`src/shared/fmet_pkg.sv`:
```
package fmet_pkg;
   localparam int REG_W = 4;
   localparam int DATA_W = 128;
   localparam int INELIG_DELAY = 2;
   localparam logic [1:0] INELIG_DELAY_C = 2'h2;
   localparam int SS_UP_LO = 32;
   localparam int SD_UP_LO = 64;
   localparam int SP_W = 32;
   localparam int DP_W = 64;
   localparam int SP_LANES = 4;
   localparam int DP_LANES = 2;
   typedef enum logic [2:0] {
      FMET_OP_OTHER,
      FMET_OP_MOVE_ELIG,
      FMET_OP_MOVE_INELIG,
      FMET_OP_COMPUTE,
      FMET_OP_CVT_SS,
      FMET_OP_CVT_SD,
      FMET_OP_ROUND
   } fmet_op_t;
   typedef enum logic [1:0] {
      FMET_RND_NEAREST,
      FMET_RND_DOWN,
      FMET_RND_UP,
      FMET_RND_TRUNC
   } fmet_rnd_t;
endpackage

```
`src/hdl/fmet_tracker.sv`:
```
`timescale 1ns/1ps
// Operation
// - only full-register aligned/unaligned moves eligible
// - ineligible move dest delays compute two cycles
// - hold one mapping from latest eligible move
// - elimination only for compute, moves wait
// - writes to tracked dest or source invalidate
// - newer eligible move replaces the mapping
// - redirect discards the mapping
// - dependent compute reads tracked source instead
// - unrelated writes keep the mapping valid
// - scalar convert tests upper 64/96 dest bits
// - upper bit set skips merge dependency
// - otherwise convert depends on prior dest writer
// - rounding ignores control register rounding field
// - packed round four singles or two doubles
module fmet_tracker (
   input wire logic clk_sys,
   input wire logic rst_n,
   input wire logic in_valid,
   input wire fmet_pkg::fmet_op_t in_op,
   input wire logic [fmet_pkg::REG_W-1:0] in_dst,
   input wire logic [fmet_pkg::REG_W-1:0] in_src,
   input wire logic in_writes_dst,
   input wire logic [fmet_pkg::DATA_W-1:0] in_dst_val,
   input wire logic in_packed,
   input wire logic in_double,
   input wire fmet_pkg::fmet_rnd_t in_imm_rnd,
   input wire logic redirect,
   output logic out_valid,
   output fmet_pkg::fmet_op_t out_op,
   output logic [fmet_pkg::REG_W-1:0] out_src,
   output logic out_bypass,
   output logic [1:0] out_delay,
   output logic out_merge_dep,
   output fmet_pkg::fmet_rnd_t out_rnd,
   output logic [2:0] out_lanes,
   output logic map_valid,
   output logic [fmet_pkg::REG_W-1:0] map_dst,
   output logic [fmet_pkg::REG_W-1:0] map_src
);
   logic map_vld_q, map_vld_d;
   logic [fmet_pkg::REG_W-1:0] map_dst_q, map_dst_d, map_src_q, map_src_d;
   logic [fmet_pkg::REG_W-1:0] inel_dst_q, inel_dst_d;
   logic inel_vld_q, inel_vld_d;
   logic o_vld_d, o_byp_d, o_mrg_d;
   fmet_pkg::fmet_op_t o_op_d;
   fmet_pkg::fmet_rnd_t o_rnd_d;
   logic [fmet_pkg::REG_W-1:0] o_src_d;
   logic [1:0] o_dly_d;
   logic [2:0] o_lanes_d;
   logic hit, upper_set;

   always_comb begin
      map_vld_d = map_vld_q;
      map_dst_d = map_dst_q;
      map_src_d = map_src_q;
      inel_vld_d = inel_vld_q;
      inel_dst_d = inel_dst_q;
      o_vld_d = 1'b0;
      o_op_d = in_op;
      o_src_d = in_src;
      o_byp_d = 1'b0;
      o_dly_d = 2'h0;
      o_mrg_d = 1'b0;
      o_rnd_d = in_imm_rnd;
      o_lanes_d = 3'h1;
      upper_set = 1'b0;
      hit = map_vld_q && (in_src == map_dst_q);
      if (redirect) begin
         map_vld_d = 1'b0;
         inel_vld_d = 1'b0;
      end else if (in_valid) begin
         o_vld_d = 1'b1;
         unique case (in_op)
            fmet_pkg::FMET_OP_COMPUTE: begin
               if (hit) begin
                  o_byp_d = 1'b1;
                  o_src_d = map_src_q;
               end else if (inel_vld_q && in_src == inel_dst_q) begin
                  o_dly_d = fmet_pkg::INELIG_DELAY_C;
               end
            end
            fmet_pkg::FMET_OP_CVT_SS, fmet_pkg::FMET_OP_CVT_SD: begin
               upper_set = (in_op == fmet_pkg::FMET_OP_CVT_SS) ?
                  |in_dst_val[fmet_pkg::DATA_W-1:fmet_pkg::SS_UP_LO] :
                  |in_dst_val[fmet_pkg::DATA_W-1:fmet_pkg::SD_UP_LO];
               o_mrg_d = !upper_set;
            end
            fmet_pkg::FMET_OP_ROUND: begin
               o_rnd_d = in_imm_rnd;
               if (in_packed) begin
                  o_lanes_d = in_double ? 3'(fmet_pkg::DP_LANES) : 3'(fmet_pkg::SP_LANES);
               end
            end
            default: begin
            end
         endcase
         if (in_writes_dst && map_vld_q &&
             (in_dst == map_dst_q || in_dst == map_src_q)) begin
            map_vld_d = 1'b0;
         end
         if (in_writes_dst && inel_vld_q && in_dst == inel_dst_q) begin
            inel_vld_d = 1'b0;
         end
         // after the overwrite check so a new move wins
         // track newest eligible move
         if (in_op == fmet_pkg::FMET_OP_MOVE_ELIG) begin
            map_vld_d = (in_dst != in_src);
            map_dst_d = in_dst;
            map_src_d = in_src;
         end
         if (in_op == fmet_pkg::FMET_OP_MOVE_INELIG) begin
            inel_vld_d = 1'b1;
            inel_dst_d = in_dst;
         end
      end
   end

   always_ff @(posedge clk_sys or negedge rst_n) begin
      if (!rst_n) begin
         map_vld_q <= 1'b0;
         map_dst_q <= '0;
         map_src_q <= '0;
         inel_vld_q <= 1'b0;
         inel_dst_q <= '0;
         out_valid <= 1'b0;
         out_op <= fmet_pkg::FMET_OP_OTHER;
         out_src <= '0;
         out_bypass <= 1'b0;
         out_delay <= 2'h0;
         out_merge_dep <= 1'b0;
         out_rnd <= fmet_pkg::FMET_RND_NEAREST;
         out_lanes <= 3'h1;
      end else begin
         map_vld_q <= map_vld_d;
         map_dst_q <= map_dst_d;
         map_src_q <= map_src_d;
         inel_vld_q <= inel_vld_d;
         inel_dst_q <= inel_dst_d;
         out_valid <= o_vld_d;
         out_op <= o_op_d;
         out_src <= o_src_d;
         out_bypass <= o_byp_d;
         out_delay <= o_dly_d;
         out_merge_dep <= o_mrg_d;
         out_rnd <= o_rnd_d;
         out_lanes <= o_lanes_d;
      end
   end

   assign map_valid = map_vld_q;
   assign map_dst = map_dst_q;
   assign map_src = map_src_q;

   map_reset_a: assert property (@(posedge clk_sys) disable iff (!rst_n)
      $rose(rst_n) |-> !map_vld_q) else $error("mapping valid after reset");
   redirect_clr_a: assert property (@(posedge clk_sys) disable iff (!rst_n)
      redirect |=> !map_valid) else $error("redirect kept mapping");
   elig_track_a: assert property (@(posedge clk_sys) disable iff (!rst_n)
      (in_valid && !redirect && in_op == fmet_pkg::FMET_OP_MOVE_ELIG && in_dst != in_src)
      |=> map_valid && map_dst == $past(in_dst) && map_src == $past(in_src))
      else $error("eligible move not tracked");
   overwrite_a: assert property (@(posedge clk_sys) disable iff (!rst_n)
      (in_valid && in_writes_dst && map_valid && in_op != fmet_pkg::FMET_OP_MOVE_ELIG
       && (in_dst == map_dst || in_dst == map_src)) |=> !map_valid)
      else $error("overwrite kept mapping");
   bypass_src_a: assert property (@(posedge clk_sys) disable iff (!rst_n)
      (in_valid && !redirect && in_op == fmet_pkg::FMET_OP_COMPUTE && map_valid
       && in_src == map_dst) |=> out_bypass && out_src == $past(map_src))
      else $error("compute not bypassed");
   move_nobyp_a: assert property (@(posedge clk_sys) disable iff (!rst_n)
      out_bypass |-> out_op == fmet_pkg::FMET_OP_COMPUTE) else $error("move bypassed");
   inelig_dly_a: assert property (@(posedge clk_sys) disable iff (!rst_n)
      out_delay != 2'h0 |-> out_delay == fmet_pkg::INELIG_DELAY_C && !out_bypass)
      else $error("bad ineligible delay");
   merge_skip_a: assert property (@(posedge clk_sys) disable iff (!rst_n)
      (in_valid && !redirect && in_op == fmet_pkg::FMET_OP_CVT_SD
       && |in_dst_val[fmet_pkg::DATA_W-1:fmet_pkg::SD_UP_LO]) |=> !out_merge_dep)
      else $error("merge not skipped");
   round_lanes_a: assert property (@(posedge clk_sys) disable iff (!rst_n)
      (out_valid && out_op == fmet_pkg::FMET_OP_ROUND) |-> out_lanes inside {3'h1, 3'h2, 3'h4})
      else $error("bad lane count");
   round_packed_a: assert property (@(posedge clk_sys) disable iff (!rst_n)
      (in_valid && !redirect && in_op == fmet_pkg::FMET_OP_ROUND && in_packed)
      |=> out_lanes == ($past(in_double) ? 3'(fmet_pkg::DP_LANES) : 3'(fmet_pkg::SP_LANES)))
      else $error("packed lane count wrong");
   inelig_nomap_a: assert property (@(posedge clk_sys) disable iff (!rst_n)
      (in_valid && in_op == fmet_pkg::FMET_OP_MOVE_INELIG && !map_valid) |=> !map_valid)
      else $error("ineligible move tracked");
   keep_map_a: assert property (@(posedge clk_sys) disable iff (!rst_n)
      (in_valid && !redirect && map_valid && in_op != fmet_pkg::FMET_OP_MOVE_ELIG
       && !(in_writes_dst && (in_dst == map_dst || in_dst == map_src)))
      |=> map_valid && $stable(map_dst) && $stable(map_src))
      else $error("mapping lost without overwrite");
   merge_dep_a: assert property (@(posedge clk_sys) disable iff (!rst_n)
      (in_valid && !redirect && in_op == fmet_pkg::FMET_OP_CVT_SS
       && !(|in_dst_val[fmet_pkg::DATA_W-1:fmet_pkg::SS_UP_LO])) |=> out_merge_dep)
      else $error("merge dependency missing");
   merge_sd_a: assert property (@(posedge clk_sys) disable iff (!rst_n)
      (in_valid && !redirect && in_op == fmet_pkg::FMET_OP_CVT_SD
       && !(|in_dst_val[fmet_pkg::DATA_W-1:fmet_pkg::SD_UP_LO])) |=> out_merge_dep)
      else $error("double convert merge test wrong");
   round_mode_a: assert property (@(posedge clk_sys) disable iff (!rst_n)
      (in_valid && !redirect && in_op == fmet_pkg::FMET_OP_ROUND)
      |=> out_rnd == $past(in_imm_rnd)) else $error("rounding mode not from immediate");
   redirect_drop_a: assert property (@(posedge clk_sys) disable iff (!rst_n)
      redirect |=> !out_valid) else $error("redirect cycle not dropped");
   inelig_hit_a: assert property (@(posedge clk_sys) disable iff (!rst_n)
      (in_valid && !redirect && in_op == fmet_pkg::FMET_OP_COMPUTE && inel_vld_q
       && in_src == inel_dst_q && !(map_valid && in_src == map_dst))
      |=> out_delay == fmet_pkg::INELIG_DELAY_C) else $error("ineligible delay missing");
endmodule

```
`config.mk`:
```
export PLATFORM = sky130hd
export DESIGN_NAME = fmet_tracker
export DESIGN_NICKNAME = d
export VERILOG_FILES = /design/src/shared/fmet_pkg.sv /design/src/hdl/fmet_tracker.sv
export SDC_FILE = /design/constraint.sdc
export NUM_CORES = 1
export LEC_CHECK = 0
export ABC_CLOCK_PERIOD_IN_PS = 1900
export BUFFER_PORTS_ARGS = -buffer_cell sky130_fd_sc_hd__buf_2
export CORE_MARGIN = 2
export CORE_UTILIZATION = 34
export DETAILED_ROUTE_END_ITERATION = 10
export HOLD_SLACK_MARGIN = 0.02
export PLACE_DENSITY = 0.87
export SLEW_MARGIN = 20
export SYNTH_ARGS = -nofsm -noshare
export SYNTH_HDL_FRONTEND = slang
export SYNTH_SLANG_ARGS = --single-unit
export TNS_END_PERCENT = 1
```
`constraint.sdc`:
```
create_clock -name clk_sys -period 1.9 [get_ports clk_sys]
set_input_delay 0.285 -clock clk_sys [delete_from_list [all_inputs] [get_ports clk_sys]]
set_output_delay 0.285 -clock clk_sys [all_outputs]
set_load 0.01 [all_outputs]
```
==> results of run 1 <==
## metrics by stage
stage	instances	util, %
4_1_cts	336	54.90
3_3_place_gp	328	52.83
6_report	336	54.90
5_1_grt	336	54.90
3_5_place_dp	328	52.83
2_1_floorplan	140	-
## cell type report
type                       instances  share of cell area [%]
clock inverter                     1                  0.2065
clock buffer                       7                   3.562
timing repair buffer             142                   29.53
multi-input combinational        101                   32.52
inverter                           3                  0.4646
sequential                        30                   31.03
tap                               52                   2.685
## final timing paths
check | startpoint | endpoint | depth (start not counted)
min in group clk_sys | in_imm_rnd[0] | out_rnd[0] | 1
hold / removal | rst_n | out_rnd[0] | 1
setup / recovery | map_dst[2] | out_src[3] | 4
hold reg to reg | inel_vld_q | out_delay[1] | 1
max in group asynchronous | rst_n | out_merge_dep | 1
setup reg to reg | map_dst[2] | out_src[3] | 4
## sequential cells by signal, summed over array words and instances, names as in the netlist
name and count:
inel_dst_q 4, inel_vld_q 1, map_dst 4, map_src 4
map_valid 1, out_bypass 1, out_delay 1, out_lanes 3
out_merge_dep 1, out_op 3, out_rnd 2, out_src 4
out_valid 1
## cells by family (layout without fill, tap and decap cells)
| family | after synthesis | in the layout | share of synthesized area, % |
|---|---|---|---|
| and+or+nand+nor | 54 | 54 | 21.92 |
| DFF | 30 | 30 | 47.40 |
| xor gates and xnor gates | 24 | 24 | 13.25 |
| muxes | 16 | 16 | 11.36 |
| buffers and inverters | 9 | 153 | 2.918 |
| AOI/OAI and AO/OA | 6 | 6 | 2.918 |
| other | 1 | 1 | 0.2364 |
## synthesized netlist by cell type (all sizes together)
cell / n / area share, %
nor4bb: 1 / 0.63
nor2: 4 / 0.95
nand2: 2 / 0.47
nor3: 2 / 1.3
o2111a: 1 / 0.71
xnor2: 16 / 8.8
buf: 6 / 2.2
nor4: 25 / 9.9
nand4b: 1 / 0.55
dfrtp: 29 / 46
nand4: 8 / 3.2
conb: 1 / 0.24
o41ai: 2 / 1.1
inv: 3 / 0.71
mux2: 16 / 11
o211ai: 1 / 0.47
xor2: 8 / 4.4
dfstp: 1 / 1.7
nand2b: 1 / 0.39
nand3: 4 / 1.6
nor4b: 1 / 0.55
nor2b: 3 / 1.7
o21ai: 1 / 0.32
and3: 2 / 0.79
a21oi: 1 / 0.32
## routing by layer
layer  wire (um)  vias up  GRT usage, %
li1            -      810             -
met1        1993      762         23.41
met2        2513       85         34.45
met3         529        5         7.222
met4          40        0         5.031
met5           0        -             0
## power by group through the flow
stage               Sequential [uW]  Combinational, uW  Clock (uW)
CTS                             789                453         542
global placement                796                434           0
detailed placement              801                451           0
global route                    801                492         567
floorplan                       813                205           0
finish                          788                447         520
==> flow_results.xml, run 1 <==
<?xml version="1.0" encoding="UTF-8"?>
<metrics>
  <group name="worst_setup_path">
    <metric name="worstSetupEndpointType" unit="">register</metric>
    <metric name="cp_data_arrival_time" unit="ps">1750</metric>
    <metric name="cp_max_fo" unit="">5</metric>
    <metric name="kind_of_cell_adding_the_most_delay_to_the_critical_path" unit="">simple AND/OR/NAND/NOR gates</metric>
    <metric name="worst_path_largest_cell_delay" unit="ps">430</metric>
    <metric name="path_cells" unit="">xnor2_1 &gt; nand3_2 &gt; nor3_4 &gt; mux2_2</metric>
    <metric name="critPathKind" unit="">register to register</metric>
    <metric name="start_kind" unit="">register</metric>
    <metric name="r2r_setup_slack" unit="ps">320</metric>
    <metric name="crit_buf_inv" unit="">0</metric>
    <metric name="worst_ep_required_time" unit="ps">2070</metric>
    <metric name="worst_path_max_delay_cell" unit="">dfrtp_1</metric>
  </group>
  <group name="worst_hold_path">
    <metric name="worst_hold_path_type" unit="">primary input to asynchronous set/reset pin</metric>
  </group>
  <group name="die">
    <metric name="die_area" unit="sq um">5229</metric>
    <metric name="core-area" unit="sq um">4414</metric>
    <metric name="start_util" unit="%">35.94</metric>
    <metric name="core.rowCount" unit="">24</metric>
    <metric name="chipHeight" unit="um">72.31</metric>
    <metric name="fp.dieW" unit="um">72.31</metric>
    <metric name="io_pins" unit="">174</metric>
  </group>
  <group name="routing">
    <metric name="wire_per_inst" unit="um">15.11</metric>
    <metric name="via_count" unit="">1662</metric>
    <metric name="detail_route.wirelength" unit="mm">5.077</metric>
    <metric name="drtPass1Iterations" unit="">4</metric>
    <metric name="routed_via_density" unit="">4.946</metric>
    <metric name="detail-route-antenna-nets" unit="">0</metric>
    <metric name="number_of_drc_markers_in_iteration_0" unit="">27</metric>
    <metric name="drc" unit="">0</metric>
  </group>
  <group name="logic_synthesis">
    <metric name="synth.yosys.seq_area_share" unit="%">47.40</metric>
    <metric name="synth_nets" unit="">288</metric>
    <metric name="ys_seq_elements" unit="">30</metric>
    <metric name="yosys_warnings" unit="">0</metric>
    <metric name="post_synth_instance_area" unit="sq um">1587</metric>
    <metric name="synth.avg_cell_area" unit="sq um">11.33</metric>
    <metric name="syn_inst" unit="">140</metric>
    <metric name="yosysUniqueCellTypes" unit="">29</metric>
  </group>
  <group name="global_routing">
    <metric name="first_pass_grt_wire_length" unit="mm">7.810</metric>
    <metric name="grt_pass1_vias" unit="">1688</metric>
    <metric name="globalRouteOverflowTotal" unit="">0</metric>
    <metric name="grt_antenna_before_repair" unit="">0</metric>
    <metric name="grtUsageTotal" unit="%">19.90</metric>
    <metric name="grt_max_degree" unit="">31</metric>
  </group>
  <group name="clock_tree">
    <metric name="worstSkewPairLatency" unit="ps">280</metric>
    <metric name="cts_buffer_depth" unit="">2</metric>
    <metric name="postCtsSetupRepairBufs" unit="">0</metric>
    <metric name="postCtsHoldBufs" unit="">0</metric>
    <metric name="clock_tree_from_tritoncts" unit="">built</metric>
    <metric name="root_buffer" unit="">clkbuf_8</metric>
    <metric name="tritoncts.num_buffers" unit="">5</metric>
    <metric name="cts.sink_count" unit="">30</metric>
    <metric name="path_clk_slew" unit="ps">60</metric>
    <metric name="cts_resized" unit="">0</metric>
    <metric name="h_tree_levels" unit="">2</metric>
  </group>
  <group name="timing">
    <metric name="final_count_of_hold_timing_violations" unit="">0</metric>
    <metric name="finalMaxSlewViolations" unit="">0</metric>
    <metric name="totalNegativeSetupSlack" unit="ps">0</metric>
    <metric name="setup_repair_after_global_routing_missed_its_margin" unit="">false</metric>
    <metric name="worst_clock_skew" unit="ps">5.400</metric>
    <metric name="tightestPinTransition" unit="ps">652.6</metric>
    <metric name="timing.slew.headroom" unit="%">56.49</metric>
    <metric name="setup_viol_count_final" unit="">0</metric>
    <metric name="clock.fmax" unit="MHz">631.3</metric>
    <metric name="period_needed" unit="ps">1584</metric>
    <metric name="post-route-worst-setup-slack" unit="ps">316.0</metric>
    <metric name="post-route-period-util" unit="%">83.37</metric>
    <metric name="holdWs" unit="ps">31.11</metric>
  </group>
  <group name="power">
    <metric name="total_leakage_power" unit="uW">0.001221</metric>
    <metric name="int_pwr" unit="uW">1259</metric>
    <metric name="irDropWorstVdd" unit="mV">0.4958</metric>
    <metric name="power_per_cell_area" unit="nW/um^2">724.2</metric>
    <metric name="seqPwrFrac" unit="%">44.9</metric>
    <metric name="swShare" unit="%">28.28</metric>
    <metric name="combinationalPowerShare" unit="%">25.5</metric>
    <metric name="design_power_total" unit="uW">1755</metric>
    <metric name="power.net_switching" unit="uW">496.3</metric>
    <metric name="p_clk_share" unit="%">29.6</metric>
  </group>
  <group name="final_layout">
    <metric name="mostFrequentLayoutCells" unit="">140 x buf_2, 29 x dfrtp_1, 25 x nor4_1</metric>
    <metric name="final.fill_count" unit="">401</metric>
    <metric name="finalInstanceArea" unit="sq um">2424</metric>
    <metric name="antenna_cells_inserted" unit="">0</metric>
    <metric name="final_layout_size_suffix_gt1_share" unit="%">59.51</metric>
    <metric name="area.sequential" unit="sq um">752.0</metric>
    <metric name="multiInputGateArea" unit="sq um">788.3</metric>
    <metric name="num-nets-final" unit="">431</metric>
    <metric name="leading_cell_type_in_the_layout_fill_and_taps_excluded" unit="">buf_2</metric>
    <metric name="flow.area_growth_from_synthesis" unit="%">52.76</metric>
  </group>
  <group name="status">
    <metric name="run_status" unit="">finished, final reports clean</metric>
  </group>
  <group name="placement">
    <metric name="place.detailed.hpwl" unit="mm">4.318</metric>
    <metric name="dpl_cell_area" unit="sq um">2332</metric>
    <metric name="port_buffers" unit="">140</metric>
    <metric name="detailedPlace.worstSlack" unit="ps">225.3</metric>
    <metric name="gp_congestion" unit="">0.7785</metric>
  </group>
  <group name="run">
    <metric name="timing.max_cap.violations" unit="">0</metric>
  </group>
</metrics>
No activity file was read; power rests on OpenSTA's default activity.
==> inputs of run 2 (changes only) <==
--- a/config.mk
+++ b/config.mk
@@ -5,7 +5,7 @@
 export SDC_FILE = /design/constraint.sdc
 export NUM_CORES = 1
 export LEC_CHECK = 0
-export ABC_CLOCK_PERIOD_IN_PS = 1900
+export ABC_CLOCK_PERIOD_IN_PS = 1620
 export BUFFER_PORTS_ARGS = -buffer_cell sky130_fd_sc_hd__buf_2
 export CORE_MARGIN = 2
 export CORE_UTILIZATION = 34
==> constraint.sdc (replaced) <==
create_clock -name clk_sys -period 1.62 [get_ports clk_sys]
set_input_delay 0.243 -clock clk_sys [delete_from_list [all_inputs] [get_ports clk_sys]]
set_output_delay 0.243 -clock clk_sys [all_outputs]
set_load 0.01 [all_outputs]
==> run 2 against run 1 <==
  * Global-route usage grew 1.7 points
  * Non-clock buffer count rose by 9
  * Register-to-register slack worse by 260 ps
  * Maximum frequency up 1.4%
  * Count of clock-buffer cells in the layout did not move
  * Clock skew grew 1.2 ps
  * Final area increased by 3.2%
  * Critical path depth stayed put
  * Sequential share of layout area is 0.96 points lower
  * Wire length is 7.2% higher
  * Final cell count rose by 2.7%
  * Core utilization increased by 1.8 points
  * Critical endpoint is now out_src[1]
==> flow_results.xml, run 2 (synthesis results as in run 1) <==
<?xml version="1.0" encoding="UTF-8"?>
<metrics>
  <group name="status">
    <metric name="run_status" unit="">finished, final reports clean</metric>
  </group>
  <group name="clock_tree">
    <metric name="h_tree_levels" unit="">2</metric>
    <metric name="cts.sink_count" unit="">30</metric>
    <metric name="clock_tree_from_tritoncts" unit="">built</metric>
    <metric name="path_clk_slew" unit="ps">60</metric>
    <metric name="root_buffer" unit="">clkbuf_8</metric>
    <metric name="worstSkewPairLatency" unit="ps">280</metric>
    <metric name="tritoncts.num_buffers" unit="">5</metric>
    <metric name="cts_buffer_depth" unit="">2</metric>
  </group>
  <group name="global_routing">
    <metric name="first_pass_grt_wire_length" unit="mm">8.452</metric>
    <metric name="globalRouteOverflowTotal" unit="">0</metric>
    <metric name="grt_antenna_before_repair" unit="">0</metric>
    <metric name="grt_max_degree" unit="">31</metric>
    <metric name="grt_pass1_vias" unit="">1850</metric>
    <metric name="grtUsageTotal" unit="%">21.64</metric>
  </group>
  <group name="routing">
    <metric name="drc" unit="">0</metric>
    <metric name="via_count" unit="">1702</metric>
    <metric name="wl_met1" unit="mm">2.084</metric>
    <metric name="number_of_drc_markers_in_iteration_0" unit="">30</metric>
    <metric name="met3RoutedLength" unit="um">512</metric>
    <metric name="detail_route.wirelength" unit="mm">5.444</metric>
    <metric name="routed_via_density" unit="">4.933</metric>
    <metric name="detail-route-antenna-nets" unit="">0</metric>
    <metric name="highest-signal-layer" unit="">met4</metric>
    <metric name="wire_per_inst" unit="um">15.78</metric>
    <metric name="met2_wirelength" unit="mm">2.767</metric>
    <metric name="drtPass1Iterations" unit="">2</metric>
  </group>
  <group name="final_layout">
    <metric name="antenna_cells_inserted" unit="">0</metric>
    <metric name="flow.area_growth_from_synthesis" unit="%">57.65</metric>
    <metric name="leading_cell_type_in_the_layout_fill_and_taps_excluded" unit="">buf_2</metric>
    <metric name="mostFrequentLayoutCells" unit="">140 x buf_2, 29 x dfrtp_1, 25 x nor4_1</metric>
    <metric name="final_layout_size_suffix_gt1_share" unit="%">60.75</metric>
    <metric name="num-nets-final" unit="">440</metric>
  </group>
  <group name="placement">
    <metric name="place.detailed.hpwl" unit="mm">4.538</metric>
    <metric name="detailedPlace.worstSlack" unit="ps">1.811</metric>
    <metric name="gp_congestion" unit="">0.7856</metric>
    <metric name="port_buffers" unit="">140</metric>
  </group>
  <group name="worst_hold_path">
    <metric name="worst_hold_path_type" unit="">primary input to register</metric>
    <metric name="worst_hold_path.num_cells" unit="">1</metric>
  </group>
  <group name="worst_setup_path">
    <metric name="worst_r2r_endpoint" unit="">out_src[1]</metric>
    <metric name="worst_ep_required_time" unit="ps">1780</metric>
    <metric name="start_kind" unit="">register</metric>
    <metric name="cp-startpoint" unit="">map_dst[1]</metric>
    <metric name="worstRegToRegCells" unit="">4</metric>
    <metric name="crit-reg2reg-launch" unit="">map_dst[1]</metric>
    <metric name="cp_data_arrival_time" unit="ps">1720</metric>
    <metric name="worst_path_largest_cell_delay" unit="ps">430</metric>
    <metric name="r2r_setup_slack" unit="ps">60</metric>
    <metric name="worstSetupEndpointType" unit="">register</metric>
    <metric name="crit_buf_inv" unit="">0</metric>
    <metric name="worst_path_max_delay_cell" unit="">dfrtp_1</metric>
    <metric name="critical_path_depth" unit="">4</metric>
    <metric name="path_cells" unit="">xnor2_2 &gt; nand3_2 &gt; nor3_4 &gt; mux2_2</metric>
    <metric name="kind_of_cell_adding_the_most_delay_to_the_critical_path" unit="">simple AND/OR/NAND/NOR gates</metric>
    <metric name="critPathKind" unit="">register to register</metric>
    <metric name="cp-endpoint" unit="">out_src[1]</metric>
    <metric name="cp_max_fo" unit="">5</metric>
  </group>
  <group name="timing">
    <metric name="finalMaxSlewViolations" unit="">0</metric>
    <metric name="timing.slew.headroom" unit="%">55.94</metric>
    <metric name="period_needed" unit="ps">1563</metric>
    <metric name="tightestPinTransition" unit="ps">660.9</metric>
    <metric name="post-route-worst-setup-slack" unit="ps">57.44</metric>
    <metric name="clock.fmax" unit="MHz">640.0</metric>
    <metric name="worst_clock_skew" unit="ps">6.632</metric>
    <metric name="final_count_of_hold_timing_violations" unit="">0</metric>
    <metric name="setup_viol_count_final" unit="">0</metric>
    <metric name="setup_repair_after_global_routing_missed_its_margin" unit="">false</metric>
    <metric name="post-route-period-util" unit="%">96.45</metric>
    <metric name="totalNegativeSetupSlack" unit="ps">0</metric>
  </group>
  <group name="power">
    <metric name="irDropWorstVdd" unit="mV">0.7099</metric>
    <metric name="power_per_cell_area" unit="nW/um^2">837.7</metric>
    <metric name="design_power_total" unit="uW">2095</metric>
    <metric name="total_leakage_power" unit="uW">0.001271</metric>
  </group>
  <group name="die">
    <metric name="die_area" unit="sq um">5229</metric>
    <metric name="chipHeight" unit="um">72.31</metric>
    <metric name="core.rowCount" unit="">24</metric>
    <metric name="io_pins" unit="">174</metric>
    <metric name="start_util" unit="%">35.94</metric>
    <metric name="fp.dieW" unit="um">72.31</metric>
    <metric name="core-area" unit="sq um">4414</metric>
  </group>
  <group name="run">
    <metric name="timing.max_cap.violations" unit="">0</metric>
  </group>
</metrics>
-- run 2: cell type report --
type / instances / area, sq um
Multi-Input combinational cell: 101 / 795.8
Clock inverter: 1 / 5.005
Clock buffer: 7 / 86.33
Sequential cell: 30 / 752.0
Tap cell: 52 / 65.06
Timing Repair Buffer: 151 / 785.8
Fill cell: 387 / 1913
Inverter: 3 / 11.26
-- run 2: worst min-delay path by stage --
stage                        from       endpoint  slack [ps]
floorplan                   rst_n  inel_dst_q[0]         -50
global placement            rst_n     out_rnd[1]         300
detailed placement          rst_n     out_rnd[0]         310
CTS                 in_imm_rnd[0]     out_rnd[0]          60
global route        in_imm_rnd[0]     out_rnd[0]          50
finish              in_imm_rnd[0]     out_rnd[0]          70
-- run 2: routing by layer --
metal / vias to the layer above / GRT usage [%]
li1: 826 / -
met1: 784 / 24.39
met2: 83 / 38.33
met3: 9 / 7.083
met4: 0 / 7.338
met5: - / 0
-- run 2: metrics by stage --
stage	utilization, %	hold slack (ps)	cells	instance area, sq um
4_1_cts	56.32	55.00	344	2486
6_report	56.66	67.30	345	2501
3_5_place_dp	54.02	314.8	335	2385
2_1_floorplan	-	-52.59	140	1587
5_1_grt	56.66	54.65	345	2501
3_3_place_gp	54.02	304.2	335	2385
-- run 2: timing repair --
item                                    4_1_cts  5_1_grt
hold buffers                                  1        0
endpoints found under the hold margin        21        0
buffers inserted                              0        1
pin swaps                                     1        1
endpoints found under the setup margin        1        3
gates resized for setup                       0        1
-- run 2: power breakdown --
group	leakage [uW]	internal, uW	switching [uW]	total [uW]
clock network	0.0000482	342	263	605
logic	0.000850	321	246	567
registers	0.000373	835	88.6	923
==> inputs of run 3 (changes only) <==
==> constraint.sdc (replaced) <==
create_clock -name clk_sys -period 1.62 [get_ports clk_sys]
set_input_delay 0.324 -clock clk_sys [delete_from_list [all_inputs] [get_ports clk_sys]]
set_output_delay 0.324 -clock clk_sys [all_outputs]
set_load 0.01 [all_outputs]
==> run 3 against run 2 <==
  * Sequential power up 1%
  * Core utilization up 0.48 points
  * Combinational power up 3.9%
  * Clock power down 3.6%
  * Hold slack better by 11 ps
  * Global-route usage down 0.16 points
  * Clock skew down 2.0 ps
  * Register-to-register slack better by 40 ps
  * Count of clock-buffer cells in the layout down 1
  * Maximum frequency up 2.6%
  * Die area unchanged
  * Sequential share of layout area down 0.15 points
  * Largest cell class is now buffers
  * Highest routed layer unchanged
==> flow_results.xml, run 3 (synthesis results as in run 1) <==
<?xml version="1.0" encoding="UTF-8"?>
<metrics>
  <group name="status">
    <metric name="run_status" unit="">finished, final reports clean</metric>
  </group>
  <group name="placement">
    <metric name="port_buffers" unit="">140</metric>
    <metric name="gp_congestion" unit="">0.7641</metric>
    <metric name="place.detailed.hpwl" unit="mm">4.583</metric>
  </group>
  <group name="final_layout">
    <metric name="final_core_util" unit="%">57.14</metric>
    <metric name="flow.area_growth_from_synthesis" unit="%">58.99</metric>
    <metric name="leading_cell_type_in_the_layout_fill_and_taps_excluded" unit="">buf_2</metric>
    <metric name="final.fill_count" unit="">386</metric>
    <metric name="antenna_cells_inserted" unit="">0</metric>
    <metric name="mostFrequentLayoutCells" unit="">140 x buf_2, 27 x dfrtp_1, 25 x nor4_1</metric>
    <metric name="final_layout_size_suffix_gt1_share" unit="%">62.59</metric>
    <metric name="num-nets-final" unit="">443</metric>
  </group>
  <group name="timing">
    <metric name="setup_viol_count_final" unit="">0</metric>
    <metric name="clock.fmax" unit="MHz">656.6</metric>
    <metric name="finalMaxSlewViolations" unit="">0</metric>
    <metric name="setup_repair_after_global_routing_missed_its_margin" unit="">false</metric>
    <metric name="final_count_of_hold_timing_violations" unit="">0</metric>
    <metric name="tightestPinTransition" unit="ps">671.4</metric>
    <metric name="holdWs" unit="ps">78.44</metric>
    <metric name="period_needed" unit="ps">1523</metric>
    <metric name="worst_clock_skew" unit="ps">4.660</metric>
    <metric name="post-route-period-util" unit="%">94.02</metric>
    <metric name="timing.slew.headroom" unit="%">55.24</metric>
  </group>
  <group name="routing">
    <metric name="drtPass1Iterations" unit="">4</metric>
    <metric name="wire_per_inst" unit="um">15.93</metric>
    <metric name="via_count" unit="">1718</metric>
    <metric name="number_of_drc_markers_in_iteration_0" unit="">49</metric>
    <metric name="detail-route-antenna-nets" unit="">0</metric>
    <metric name="routed_via_density" unit="">4.965</metric>
    <metric name="drc" unit="">0</metric>
    <metric name="detail_route.wirelength" unit="mm">5.513</metric>
  </group>
  <group name="power">
    <metric name="irDropWorstVdd" unit="mV">0.8465</metric>
    <metric name="total_leakage_power" unit="uW">0.001283</metric>
    <metric name="power_per_cell_area" unit="nW/um^2">834.2</metric>
    <metric name="design_power_total" unit="uW">2104</metric>
  </group>
  <group name="worst_hold_path">
    <metric name="worst_hold_path_type" unit="">primary input to asynchronous set/reset pin</metric>
  </group>
  <group name="run">
    <metric name="timing.max_cap.violations" unit="">0</metric>
  </group>
  <group name="die">
    <metric name="core-area" unit="sq um">4414</metric>
    <metric name="chipHeight" unit="um">72.31</metric>
    <metric name="core.rowCount" unit="">24</metric>
    <metric name="start_util" unit="%">35.94</metric>
    <metric name="fp.dieW" unit="um">72.31</metric>
    <metric name="io_pins" unit="">174</metric>
    <metric name="die_area" unit="sq um">5229</metric>
  </group>
  <group name="global_routing">
    <metric name="grt_max_degree" unit="">31</metric>
    <metric name="first_pass_grt_wire_length" unit="mm">8.397</metric>
    <metric name="grt_antenna_before_repair" unit="">0</metric>
    <metric name="grtUsageTotal" unit="%">21.48</metric>
    <metric name="globalRouteOverflowTotal" unit="">0</metric>
    <metric name="grt_pass1_vias" unit="">1790</metric>
  </group>
  <group name="clock_tree">
    <metric name="path_clk_slew" unit="ps">60</metric>
    <metric name="worstSkewPairLatency" unit="ps">280</metric>
    <metric name="clock_tree_from_tritoncts" unit="">built</metric>
    <metric name="cts_buffer_depth" unit="">2</metric>
    <metric name="tritoncts.num_buffers" unit="">5</metric>
    <metric name="postCtsHoldBufs" unit="">0</metric>
    <metric name="h_tree_levels" unit="">2</metric>
    <metric name="cts.sink_count" unit="">30</metric>
    <metric name="root_buffer" unit="">clkbuf_8</metric>
  </group>
  <group name="worst_setup_path">
    <metric name="path_cells" unit="">xnor2_2 &gt; nand3_2 &gt; nor3_4 &gt; mux2_2</metric>
    <metric name="worstSetupEndpointType" unit="">register</metric>
    <metric name="start_kind" unit="">register</metric>
    <metric name="worst_path_max_delay_cell" unit="">dfrtp_2</metric>
    <metric name="worst_path_largest_cell_delay" unit="ps">440</metric>
    <metric name="cp_data_arrival_time" unit="ps">1690</metric>
    <metric name="cp_max_fo" unit="">5</metric>
    <metric name="worst_ep_required_time" unit="ps">1780</metric>
    <metric name="critPathKind" unit="">register to register</metric>
  </group>
</metrics>
run 3: cell count changes in the layout (fill, tap and decap cells not counted), sizes merged:
cell / before / now
clkinv: 1 / 0
clkbuf: 7 / 6
buf: 150 / 154
dlygate4sd3: 1 / 0
run 3: where the power goes:
part | switching (uW) | internal, uW | leakage (uW) | total [uW]
clock network | 256 | 327 | 0.0000431 | 583
logic | 252 | 337 | 0.000870 | 589
registers | 95.4 | 837 | 0.000370 | 933
run 3: per-layer routing:
metal | up-vias | share of wire [%] | global-route usage (%)
met5 | - | 0 | 0
met4 | 0 | 1.5 | 6.918
met3 | 11 | 10 | 6.389
met2 | 86 | 50 | 37.82
met1 | 791 | 38 | 24.96
li1 | 830 | - | -
run 3: worst max-delay path, delay by kind of cell (launching register included):
family                    cells  cell delay [ps]
xor gates and xnor gates      1              160
DFF                           1              440
muxes                         1              380
and+or+nand+nor               2              430
run 3: stage by stage:
| step | setup TNS, ps | instances | worst slack, ps | area (sq um) |
|---|---|---|---|---|
| 6_report | 0 | 346 | 96.90 | 2522 |
| 3_3_place_gp | -474.5 | 339 | -62.23 | 2415 |
| 5_1_grt | 0 | 346 | 4.614 | 2522 |
| 2_1_floorplan | 0 | 140 | 138.2 | 1587 |
| 4_1_cts | 0 | 345 | 17.84 | 2497 |
| 3_5_place_dp | -877.8 | 339 | -96.19 | 2415 |
run 3: what timing repair did:
| item | CTS | global route |
|---|---|---|
| resized for setup | 0 | 4 |
| setup endpoints to repair | 0 | 4 |
| setup buffers | 0 | 1 |
run 3: final timing paths:
kind / startpoint / end / slack [ps] / cells past startpoint
min reg2reg: inel_vld_q / out_delay[1] / 570 / 1
max: map_dst[3] / out_src[0] / 100 / 4
max reg2reg: map_dst[3] / out_src[0] / 100 / 4
min in group clk_sys: in_imm_rnd[0] / out_rnd[0] / 150 / 1
max in group asynchronous: rst_n / map_dst[3] / 1070 / 1
min: rst_n / out_rnd[0] / 80 / 1
run 3: area by class of cell:
cell class | count | area [sq um] | share of cell area (%)
Clock buffer | 6 | 82.58 | 3.274
Sequential cell | 30 | 754.5 | 29.91
Multi-Input combinational cell | 101 | 803.3 | 31.85
Inverter | 3 | 11.26 | 0.4464
Timing Repair Buffer | 154 | 805.8 | 31.94
Tap cell | 52 | 65.06 | 2.579
